<file path="src/spx_map.svh">
// register layout and constants of the paging address extension
`ifndef SPX_MAP_SVH
`define SPX_MAP_SVH

`define SPX_PAGE_LSB     0
`define SPX_PAGE_MSB     2
`define SPX_STORAGE_SLOT_NUMBER_LSB     4
`define SPX_STORAGE_SLOT_NUMBER_MSB     5
`define SPX_CODE_LSB     6
`define SPX_CODE_MSB     7
`define SPX_PAGE_RESET   3'h0
`define SPX_SLOT_RESET   3'h0
`define SPX_MAP_RESET    1'h0
`define SPX_NUM_MODULES  4
`define SPX_NUM_SLOTS    4
`define SPX_MOD_PORT     2'h0
`define SPX_MOD_ADC      2'h1
`define SPX_MOD_CCU      2'h2
`define SPX_MOD_SYSCON   2'h3
`define SPX_MAP_BIT      0

`endif

</file>
<file path="src/spx_pkg.sv">
// types shared by both ends of the paging address extension
`default_nettype none
package spx_pkg;
  typedef logic [2:0] spx_page_t;
  typedef logic [1:0] spx_slot_t;
  typedef logic [1:0] spx_mod_t;
  typedef enum logic [1:0] {
    SPX_OP_PLAIN0  = 2'b00,
    SPX_OP_PLAIN1  = 2'b01,
    SPX_OP_SAVE    = 2'b10,
    SPX_OP_RESTORE = 2'b11
  } spx_op_t;
  typedef enum logic [1:0] {
    SPX_H_IDLE  = 2'b00,
    SPX_H_WRITE = 2'b01,
    SPX_H_READ  = 2'b10,
    SPX_H_MAP   = 2'b11
  } spx_hstate_t;
endpackage
`default_nettype wire

</file>
<file path="src/spx_if.sv">
// register bus between the core and the paging block
`default_nettype none
interface spx_if;
  logic       wr_en;    // page register write strobe
  logic       rd_en;    // page register read strobe
  logic [1:0] mod_sel;  // which module page register
  logic [7:0] wdata;    // write data
  logic [7:0] rdata;    // read data, valid cycle after rd_en
  logic       map_wr;   // control register write strobe
  logic       map_wdata;// new mapped-area select value
  logic       map_sel;  // current mapped-area select
  modport dev (input wr_en, rd_en, mod_sel, wdata, map_wr, map_wdata,
               output rdata, map_sel);
  modport core (output wr_en, rd_en, mod_sel, wdata, map_wr, map_wdata,
                input rdata, map_sel);
endinterface
`default_nettype wire

</file>
<file path="src/spx_dev.sv">
// paging and mapped-area extension, device end
`include "spx_map.svh"
`default_nettype none
// Function
// - set select bit steers to mapped area
// - select bit holds until software writes
// - software sets select before accessing area
// - software changes select read-modify-write only
// - software writes page before other-page access
// - page field takes write, reads active
// - read returns currently active page
// - four storage slots per page register
// - bits 5:4 pick the slot
// - code 10 saves page then loads new
// - code 11 restores page from slot
// - restore ignores written page bits
// - registers for ports, adc, ccu, syscon
// - interrupt code saves on entry, restores
module spx_dev
  import spx_pkg::*;
(
  input  wire logic      clk_in,         // system clock
  input  wire logic      rst_n_in,       // async reset, active low
  spx_if.dev             bus,            // register bus from core
  output logic           map_area_out,   // high: mapped area selected
  output spx_page_t      port_page_out,  // active page, parallel ports
  output spx_page_t      adc_page_out,   // active page, converter
  output spx_page_t      ccu_page_out,   // active page, capture compare
  output spx_page_t      sys_page_out    // active page, system control
);

  // ----------------------------------------
  // state
  // ----------------------------------------
  spx_page_t page_q [`SPX_NUM_MODULES];
  spx_page_t page_d [`SPX_NUM_MODULES];
  spx_page_t slot_q [`SPX_NUM_MODULES][`SPX_NUM_SLOTS];
  spx_page_t slot_d [`SPX_NUM_MODULES][`SPX_NUM_SLOTS];
  logic       map_q;
  logic       map_d;
  logic [7:0] rdata_q;
  logic [7:0] rdata_d;

  spx_op_t   op;
  spx_slot_t slot_no;
  spx_page_t new_page;
  assign op       = spx_op_t'(bus.wdata[`SPX_CODE_MSB:`SPX_CODE_LSB]);
  assign slot_no  = bus.wdata[`SPX_STORAGE_SLOT_NUMBER_MSB:`SPX_STORAGE_SLOT_NUMBER_LSB];
  assign new_page = bus.wdata[`SPX_PAGE_MSB:`SPX_PAGE_LSB];

  // next state of pages, slots, select bit and read data
  always_comb begin
    page_d  = page_q;
    slot_d  = slot_q;
    map_d   = map_q;
    rdata_d = rdata_q;
    if (bus.map_wr) begin
      map_d = bus.map_wdata;
    end
    if (bus.wr_en) begin
      case (op)
        SPX_OP_SAVE: begin
          slot_d[bus.mod_sel][slot_no] = page_q[bus.mod_sel];
          page_d[bus.mod_sel]          = new_page;
        end
        SPX_OP_RESTORE: begin
          page_d[bus.mod_sel] = slot_q[bus.mod_sel][slot_no];
        end
        default: begin
          page_d[bus.mod_sel] = new_page;
        end
      endcase
    end
    if (bus.rd_en) begin
      rdata_d = {5'h00, page_q[bus.mod_sel]};
    end
  end

  // registers, all cleared at reset
  always_ff @(posedge clk_in or negedge rst_n_in) begin
    if (!rst_n_in) begin
      for (int m = 0; m < `SPX_NUM_MODULES; m++) begin
        page_q[m] <= `SPX_PAGE_RESET;
        for (int s = 0; s < `SPX_NUM_SLOTS; s++) begin
          slot_q[m][s] <= `SPX_SLOT_RESET;
        end
      end
      map_q   <= `SPX_MAP_RESET;
      rdata_q <= 8'h00;
    end else begin
      page_q  <= page_d;
      slot_q  <= slot_d;
      map_q   <= map_d;
      rdata_q <= rdata_d;
    end
  end

  // ----------------------------------------
  // outputs straight from flip-flops
  // ----------------------------------------
  assign bus.rdata     = rdata_q;
  assign bus.map_sel   = map_q;
  assign map_area_out  = map_q;
  assign port_page_out = page_q[`SPX_MOD_PORT];
  assign adc_page_out  = page_q[`SPX_MOD_ADC];
  assign ccu_page_out  = page_q[`SPX_MOD_CCU];
  assign sys_page_out  = page_q[`SPX_MOD_SYSCON];

endmodule
`default_nettype wire

</file>
<file path="src/flat_wrapper.sv">
// flat-port wrapper written by rule: the top's interface ports become plain ports
module spx_dev_flat import spx_pkg::*;
  (clk_in, rst_n_in, map_area_out, port_page_out, adc_page_out, ccu_page_out, sys_page_out, bus_wr_en, bus_rd_en, bus_mod_sel, bus_wdata, bus_map_wr, bus_map_wdata, bus_rdata, bus_map_sel);
  spx_if bus_i ();
  input  wire logic clk_in;
  input  wire logic rst_n_in;
  output logic map_area_out;
  output spx_page_t port_page_out;
  output spx_page_t adc_page_out;
  output spx_page_t ccu_page_out;
  output spx_page_t sys_page_out;
  input wire logic [$bits(bus_i.wr_en)-1:0] bus_wr_en;
  input wire logic [$bits(bus_i.rd_en)-1:0] bus_rd_en;
  input wire logic [$bits(bus_i.mod_sel)-1:0] bus_mod_sel;
  input wire logic [$bits(bus_i.wdata)-1:0] bus_wdata;
  input wire logic [$bits(bus_i.map_wr)-1:0] bus_map_wr;
  input wire logic [$bits(bus_i.map_wdata)-1:0] bus_map_wdata;
  output wire logic [$bits(bus_i.rdata)-1:0] bus_rdata;
  output wire logic [$bits(bus_i.map_sel)-1:0] bus_map_sel;
  assign bus_i.wr_en = bus_wr_en;
  assign bus_i.rd_en = bus_rd_en;
  assign bus_i.mod_sel = bus_mod_sel;
  assign bus_i.wdata = bus_wdata;
  assign bus_i.map_wr = bus_map_wr;
  assign bus_i.map_wdata = bus_map_wdata;
  assign bus_rdata = bus_i.rdata;
  assign bus_map_sel = bus_i.map_sel;
  spx_dev u_core (.clk_in(clk_in), .rst_n_in(rst_n_in), .bus(bus_i), .map_area_out(map_area_out), .port_page_out(port_page_out), .adc_page_out(adc_page_out), .ccu_page_out(ccu_page_out), .sys_page_out(sys_page_out));
endmodule
</file>
<file path="config.mk">
export PLATFORM = sky130hd
export DESIGN_NAME = spx_dev_flat
export DESIGN_NICKNAME = d
export VERILOG_FILES = /design/src/spx_pkg.sv /design/src/spx_if.sv /design/src/spx_dev.sv /design/src/flat_wrapper.sv
export VERILOG_INCLUDE_DIRS = /design/src
export SDC_FILE = /design/constraint.sdc
export NUM_CORES = 1
export LEC_CHECK = 0
export BUFFER_PORTS_ARGS = -buffer_cell sky130_fd_sc_hd__buf_2
export CAP_MARGIN = 20
export CORE_UTILIZATION = 31
export DETAILED_ROUTE_END_ITERATION = 6
export SETUP_SLACK_MARGIN = 0.2
export SLEW_MARGIN = 20
export SYNTH_ARGS = -nofsm -noshare
export SYNTH_HDL_FRONTEND = slang
export SYNTH_SLANG_ARGS = --single-unit
export TNS_END_PERCENT = 5
</file>
<file path="constraint.sdc">
create_clock -name clk_in -period 3.1 [get_ports clk_in]
set_input_delay 0.31 -clock clk_in [delete_from_list [all_inputs] [get_ports clk_in]]
set_output_delay 0.31 -clock clk_in [all_outputs]
set_load 0.02 [all_outputs]
</file>
==> impl_metrics.yaml, run 1 <==
outcome:
  status: "finished, violations left"
  failed_checks: "negative hold slack"
pwr:
  p_leak_nw: 1.75
  ir_drop_mv: 0.293
  power_mw: 2.31
  power_density_nw_per_um2: 637
sta:
  fin_crit_sh_pct: 59.5
  max_freq_ghz: 0.542
  tightest_slew_ps: 710
  final.setup.tns_ps: 0
  clock_skew_ps: 9.15
  finalHoldViolCount: 25
  rsz0062_at_grt: "false"
  setup_violations: 0
  relSlewSlack_pct: 52.6
  fin_hold_ws_ps: -22.2
  slew_viol_final: 0
  period_minus_slack_ps: 1840
logic_synthesis:
  synth_top_area_cell: "dfrtp_1"
  muxShareOfSynthArea_pct: 31.3
  netlist_area_um2: 3140
  synthTopCellsByCount: "dfrtp_1, mux2_2, nand2_1, mux2_1, o31ai_1"
  ys.flop_type: "dfrtp_1"
  synth-simple-area-share_pct: 8.05
  synth.top_cell.area_share_pct: 51.0
  synth_warnings: 0
  avgSynthCellArea_um2: 13.6
  synth_top_cells_by_area: "dfrtp_1, mux2_2, mux4_1"
  synthDistinctLibCells: 34
  synth_compound_area_share_pct: 5.78
  synth-seq-area-share_pct: 51.0
  synth_top_family_by_area: "multiplexers"
  netlist_instances: 231
  synth-seq-cells: 64
  yosysMostFrequentCell: "dfrtp_1"
  synth_fa_ha_area_share_pct: 0
  synth-edff-count: 0
  synthArstFlopShare_pct: 100
  synth-xor-area-share_pct: 0
cells_and_area:
  n_antenna_cell: 0
  drive_above_1_share_pct: 40.7
  syn_to_final_growth_pct: 15.4
  nets: 279
global_routing:
  grt_pass1_vias: 2089
  grt_util_all_layers_pct: 13.9
  grt_max_degree: 50
  grt_first_pass_wirelength_um: 10700
  antenna_found_initial: 0
  grt-ovfl-total: 0
min_path:
  hp-class: "in -> async"
routing:
  first_pass_iters: 5
  dr_wl_met2_um: 3080
  ant_nets: 0
  drc: 0
  wl_met3_um: 319
  drt_iter0_markers: 113
  vias_per_cell: 4.91
  wl_um: 6450
  routedWlPerCell_um: 16.1
  top_layer: "met4"
  wl_met1_um: 2970
  vias: 1968
clock_network:
  hold_buffers: 0
  clockRootBuffer: "clkbuf_8"
  cts_tree: "done"
  cts_buffers: 9
  h-tree-depth: 3
  worstSkewPairLatency_ps: 350
  cts_setup_buffers: 0
  cts.sinks: 64
  clk_pin_slew_ps: 70
  cts_resized: 0
  clk_path_buf_depth: 2
placement:
  dp_hpwl_um: 4430
  gp_congestion: 0.757
  io_buffers: 31
die:
  dieWidth_um: 103
  io_pins: 38
  core_area_um2: 9770
  start_util_pct: 32.1
  dieArea_um2: 10500
  die_h_um: 103
  row_count: 36
worst_setup_path:
  startpoint: "bus_mod_sel[0]"
  crit_required_ps: 3330
  worstPathArrival_ps: 2070
  r2r_start: "u_core.sys_page_out[2]$_DFFE_PN0P_"
  worst_setup_path_end_kind: "flop"
  cp_max_fo: 28
  start_kind: "primary input"
  critical_path_class: "in -> reg"
run:
  maxCapViolCount: 0
[area by class of cell]
cell class | count | area, um^2
fill | 967 | 6150
clock inverter | 7 | 120
multi-input combinational | 154 | 1440
sequential | 64 | 1600
timing repair buffer | 33 | 173
clock buffer | 9 | 124
inverter | 1 | 3.75
tap | 133 | 166
[cells by family after synthesis]
family,Yosys count
compound gates,24
buf+inv,17
flops,64
mux,76
other cells,1
simple gates,49
[report_power, final]
part	internal [mW]	switching (mW)	total [mW]	leakage (nW)
registers	0.959	0.0647	1.02	0.852
clock network	0.535	0.336	0.870	0.119
logic	0.185	0.230	0.415	0.780
[state kept, by name (all words and copies together), names as in the netlist]
name	count
u_core.adc_page_out	3
u_core.bus.map_sel	1
u_core.bus.rdata	3
u_core.ccu_page_out	3
u_core.port_page_out	3
u_core.slot_q	48
u_core.sys_page_out	3
[worst paths after layout]
check	cells past startpoint	to	slack [ps]
max in group asynchronous	2	u_core.slot_q[39]$_DFFE_PN0P_	2520
max	5	u_core.sys_page_out[2]$_DFFE_PN0P_	1260
max reg2reg	2	u_core.slot_q[2]$_DFFE_PN0P_	1520
min reg2reg	1	u_core.slot_q[2]$_DFFE_PN0P_	490
min	1	u_core.bus.map_sel$_DFFE_PN0P_	-20
min in group clk_in	2	u_core.bus.map_sel$_DFFE_PN0P_	190
[stage by stage]
stage / std cells / area (um^2) / hold WS [ps] / utilization (%) / setup slack, ps
finish: 401 / 3620 / -22.2 / 37.1 / 1260
CTS: 401 / 3620 / 181 / 37.1 / 1240
detailed placement: 385 / 3380 / 472 / 34.6 / 858
global route: 401 / 3620 / 33.4 / 37.1 / 1130
floorplan: 235 / 3160 / 14.4 / - / 1480
global placement: 385 / 3380 / 460 / 34.6 / 884
[layer usage]
metal | track usage, % | up-vias
met5 | 0 | -
met4 | 4.95 | 0
met3 | 4.68 | 8
met2 | 22.3 | 45
met1 | 17.5 | 1003
li1 | - | 912
[critical path, cell delays in order]
cell and delay [ps]:
buf_2 550, mux4_1 650, mux2i_1 180, o211a_1 270, o31ai_1 110
[layout by cell type (no fill, tap or decap)]
| master | n |
|---|---|
| nor3b_1 | 2 |
| and2b_1 | 1 |
| nor3b_2 | 1 |
| clkbuf_8 | 9 |
| and2_1 | 1 |
| buf_4 | 3 |
| or3_1 | 1 |
| mux2_2 | 50 |
| nand3_1 | 4 |
| nor2b_1 | 1 |
| mux2_4 | 3 |
| clkinvlp_4 | 1 |
| mux2_1 | 11 |
| bufinv_16 | 3 |
| a21oi_1 | 6 |
| mux2i_1 | 3 |
| o2bb2ai_1 | 1 |
| inv_1 | 1 |
| mux4_2 | 4 |
| a222oi_1 | 3 |
| mux4_1 | 5 |
| nand2b_1 | 3 |
| nor3_2 | 2 |
| nor2_1 | 10 |
| nand2_1 | 18 |
| o211a_1 | 3 |
| and3b_1 | 2 |
| nor3_1 | 1 |
| nand4_1 | 1 |
| clkinv_4 | 2 |
| clkinv_2 | 1 |
| or2_1 | 1 |
| dfrtp_1 | 64 |
| buf_2 | 30 |
| conb_1 | 5 |
| o31ai_1 | 11 |
(Power assumes the default switching activity.)
==> inputs of run 2 (changes only) <==
==> constraint.sdc (replaced) <==
create_clock -name clk_in -period 1.8 [get_ports clk_in]
set_input_delay 0.18 -clock clk_in [delete_from_list [all_inputs] [get_ports clk_in]]
set_output_delay 0.18 -clock clk_in [all_outputs]
set_load 0.02 [all_outputs]
==> impl_metrics.yaml, run 2 (synthesis gave the netlist of run 1 again) <==
min_path:
  hp-class: "in -> reg"
routing:
  wl_um: 6410
  drt_iter0_markers: 72
  ant_nets: 0
  drc: 0
  routedWlPerCell_um: 15.9
  vias_per_cell: 4.85
  vias: 1961
  first_pass_iters: 4
outcome:
  status: "completed"
sta:
  setup_slack_ps: 216
  period_minus_slack_ps: 1580
  slew_viol_final: 0
  fin_hold_ws_ps: 72.1
  finalHoldViolCount: 0
  rsz0062_at_grt: "true"
  max_freq_ghz: 0.631
  clock_skew_ps: 9.53
  setup_violations: 0
  fin_crit_sh_pct: 88.0
  final.setup.tns_ps: 0
die:
  core_area_um2: 9770
  die_h_um: 103
  start_util_pct: 32.1
  io_pins: 38
  dieArea_um2: 10500
  dieWidth_um: 103
  row_count: 36
cells_and_area:
  regMostFlops: "u_core.slot_q"
  final_cell_mix: "dfrtp_1, mux2_2, buf_2"
  fin_cells: 404
  syn_to_final_growth_pct: 15.6
  drive_above_1_share_pct: 41.0
  final_common_cell: "dfrtp_1"
  fillCellCount: 977
  nets: 283
  largest_reg_flops: 48
  fin_util_pct: 37.1
  stdcell_area_um2: 3630
  n_antenna_cell: 0
worst_setup_path:
  worstPathArrival_ps: 1800
  start_kind: "flop"
  cp_max_fo: 4
  crit_required_ps: 2010
  critical_path_class: "reg -> reg"
  worst_setup_path_end_kind: "flop"
pwr:
  ir_drop_mv: 0.334
  power_density_nw_per_um2: 994
  power_mw: 3.61
  p_leak_nw: 1.75
global_routing:
  grt_pass1_vias: 1973
  grt_max_degree: 65
  grt_util_all_layers_pct: 13.4
  grt-ovfl-total: 0
  antenna_found_initial: 0
  grt_first_pass_wirelength_um: 10400
placement:
  dp_worst_setup_slack_ps: 33.4
  dp_cells: 387
  place_area_um2: 3430
  io_buffers: 31
  gp_congestion: 0.746
  dp_hpwl_um: 4460
clock_network:
  cts.sinks: 64
  cts_tree: "done"
  clk_pin_slew_ps: 70
  clockRootBuffer: "clkbuf_8"
  h-tree-depth: 3
  worstSkewPairLatency_ps: 340
  clk_path_buf_depth: 2
  cts_buffers: 9
run:
  maxCapViolCount: 0
==> run 2: critical path, cell delays in order (launching register included) <==
cell      delay [ps]
dfrtp_1          380
mux2_4           270
a222oi_1         410
o211a_1          310
o31ai_1          100
==> run 2: timing repair <==
item                                    4_1_cts  5_1_grt
endpoints found under the setup margin        0       13
hold buffers                                  1        0
gates resized for setup                       0        1
hold endpoints to repair                     64        0
setup buffers                                 0        1
==> run 2: final timing paths <==
kind                            cells past startpoint                                  end                          start  slack, ps
worst max-delay path                                4  u_core.port_page_out[0]$_DFFE_PN0P_  u_core.slot_q[21]$_DFFE_PN0P_        220
worst min-delay path                                2       u_core.bus.map_sel$_DFFE_PN0P_                  bus_map_wdata         70
worst max register to register                      4  u_core.port_page_out[0]$_DFFE_PN0P_  u_core.slot_q[21]$_DFFE_PN0P_        220
worst min register to register                      1         u_core.slot_q[2]$_DFFE_PN0P_   u_core.slot_q[2]$_DFFE_PN0P_        490
max in group asynchronous                           3        u_core.slot_q[31]$_DFFE_PN0P_                       rst_n_in       1140
min in group asynchronous                           3        u_core.slot_q[33]$_DFFE_PN0P_                       rst_n_in        380
==> run 2: final cells by class <==
type | instances | area [um^2] | area share, %
sequential | 64 | 1600 | 44.1
multi-input combinational | 154 | 1430 | 39.5
timing repair buffer | 37 | 253 | 6.96
tap | 133 | 166 | 4.58
clock buffer | 12 | 155 | 4.27
clock inverter | 3 | 17.5 | 0.483
inverter | 1 | 3.75 | 0.103
==> run 2: power breakdown <==
| group | total (mW) | switching (mW) | internal (mW) |
|---|---|---|---|
| Clock | 1.09 | 0.531 | 0.563 |
| Combinational | 0.751 | 0.401 | 0.350 |
| Sequential | 1.76 | 0.112 | 1.65 |
==> run 2: layer usage <==
| layer | part of all wire (%) | routed length [um] | GRT usage (%) |
|---|---|---|---|
| met2 | 47 | 3000 | 21.0 |
| met4 | 1.4 | 87 | 5.27 |
| met5 | 0 | 0 | 0 |
| met1 | 48 | 3060 | 17.4 |
| met3 | 4.1 | 260 | 4.07 |
==> inputs of run 3 (changes only) <==
--- a/config.mk
+++ b/config.mk
@@ -8,8 +8,11 @@
 export LEC_CHECK = 0
 export BUFFER_PORTS_ARGS = -buffer_cell sky130_fd_sc_hd__buf_2
 export CAP_MARGIN = 20
+export CELL_PAD_IN_SITES_DETAIL_PLACEMENT = 2
+export CELL_PAD_IN_SITES_GLOBAL_PLACEMENT = 2
 export CORE_UTILIZATION = 31
 export DETAILED_ROUTE_END_ITERATION = 6
+export PLACE_DENSITY_LB_ADDON = 0.1
 export SETUP_SLACK_MARGIN = 0.2
 export SLEW_MARGIN = 20
 export SYNTH_ARGS = -nofsm -noshare
==> constraint.sdc (replaced) <==
create_clock -name clk_in -period 1.7 [get_ports clk_in]
set_input_delay 0.17 -clock clk_in [delete_from_list [all_inputs] [get_ports clk_in]]
set_output_delay 0.17 -clock clk_in [all_outputs]
set_load 0.02 [all_outputs]
==> impl_metrics.yaml, run 3 (synthesis gave the netlist of run 1 again) <==
outcome:
  status: "finished, violations left"
  failed_checks: "design-rule violations"
clock_network:
  cts_tree: "done"
  h-tree-depth: 3
  worstSkewPairLatency_ps: 340
  clk_pin_slew_ps: 70
  cts.sinks: 64
  cts_setup_buffers: 0
  cts_buffers: 9
  clockRootBuffer: "clkbuf_8"
  clk_path_buf_depth: 2
worst_setup_path:
  start_kind: "flop"
  cp_max_fo: 17
  r2r_slack_ps: 110
  crit_required_ps: 1930
  critical_path_class: "reg -> reg"
  worstPathArrival_ps: 1820
  worst_setup_path_end_kind: "flop"
cells_and_area:
  n_antenna_cell: 0
  drive_above_1_share_pct: 51.4
  fin_util_pct: 39.9
  largest_reg_flops: 48
  nets: 305
  stdcell_area_um2: 3900
  regMostFlops: "u_core.slot_q"
  final_cell_mix: "dfrtp_1, mux2_2, buf_2"
  fin_cells: 427
  syn_to_final_growth_pct: 24.2
  final_common_cell: "dfrtp_1"
routing:
  vias: 2090
  ant_nets: 0
  vias_per_cell: 4.89
  drc: 4
  first_pass_iters: 7
  wl_um: 8070
  routedWlPerCell_um: 18.9
  drt_iter0_markers: 87
pwr:
  p_leak_nw: 1.87
  power_mw: 4.36
  ir_drop_mv: 0.399
  power_density_nw_per_um2: 1120
sta:
  rsz0062_at_grt: "true"
  setup_violations: 0
  fin_crit_sh_pct: 93.8
  slew_viol_final: 0
  clock_skew_ps: 7.48
  max_freq_ghz: 0.627
  setup_slack_ps: 106
  period_minus_slack_ps: 1590
  finalHoldViolCount: 0
global_routing:
  grt_pass1_vias: 2237
  grt_max_degree: 65
  grt_util_met1_pct: 24.2
  grt_util_met2_pct: 25.7
  grt_first_pass_wirelength_um: 12800
  grt_util_all_layers_pct: 16.9
  antenna_found_initial: 0
  grt_busiest_layer: "met2"
  grt_use_met3_pct: 3.46
  grt-ovfl-total: 0
die:
  dieArea_um2: 10500
  row_count: 36
  io_pins: 38
  core_area_um2: 9770
  die_h_um: 103
  start_util_pct: 32.1
  dieWidth_um: 103
min_path:
  hp-class: "in -> reg"
placement:
  dp_hpwl_um: 5750
  place_area_um2: 3660
  dp_worst_setup_slack_ps: -124
  gp_congestion: 0.726
  dp_cells: 410
  io_buffers: 31
run:
  maxCapViolCount: 0
==> run 3: final cells by class <==
class | instances | area, um^2
inverter | 1 | 3.75
clock buffer | 10 | 128
sequential | 64 | 1610
clock inverter | 6 | 108
fill | 1017 | 5870
multi-input combinational | 154 | 1440
tap | 133 | 166
timing repair buffer | 59 | 443
==> run 3: timing repair <==
item / CTS / global route
resized for setup: 4 / 2
pin swaps: 7 / 7
endpoints found under the setup margin: 38 / 62
endpoints found under the hold margin: 64 / 0
hold buffers: 1 / 0
==> run 3: worst paths after layout <==
kind	start	to	depth (start not counted)
min in group asynchronous	rst_n_in	u_core.port_page_out[2]$_DFFE_PN0P_	3
setup / recovery	u_core.sys_page_out[1]$_DFFE_PN0P_	u_core.slot_q[25]$_DFFE_PN0P_	2
hold / removal	bus_map_wdata	u_core.bus.map_sel$_DFFE_PN0P_	2
max in group asynchronous	rst_n_in	u_core.sys_page_out[1]$_DFFE_PN0P_	3
setup reg to reg	u_core.sys_page_out[1]$_DFFE_PN0P_	u_core.slot_q[25]$_DFFE_PN0P_	2
hold reg to reg	u_core.slot_q[25]$_DFFE_PN0P_	u_core.slot_q[25]$_DFFE_PN0P_	1
==> run 3: worst max-delay path, cell delays in order, from the launching register on <==
cell	delay, ps
dfrtp_2	410
mux4_2	690
mux2_1	370
==> run 3: through the flow <==
step           setup TNS [ps]  hold WS (ps)
3_3_place_gp            -1050           219
2_1_floorplan               0          -126
3_5_place_dp            -1530           222
6_report                    0          66.0
5_1_grt                     0          62.4
4_1_cts                     0          52.4
==> run 3: per-layer routing <==
layer,wire (um),up-vias
met1,4070,1098
li1,-,961
met3,194,5
met2,3730,26
met4,77,0
met5,0,-
==> run 3: where the power goes <==
part | leakage, nW | switching, mW | internal (mW) | total [mW]
Combinational | 0.916 | 0.473 | 0.423 | 0.896
Sequential | 0.841 | 0.130 | 1.76 | 1.89
Clock | 0.116 | 0.608 | 0.970 | 1.58
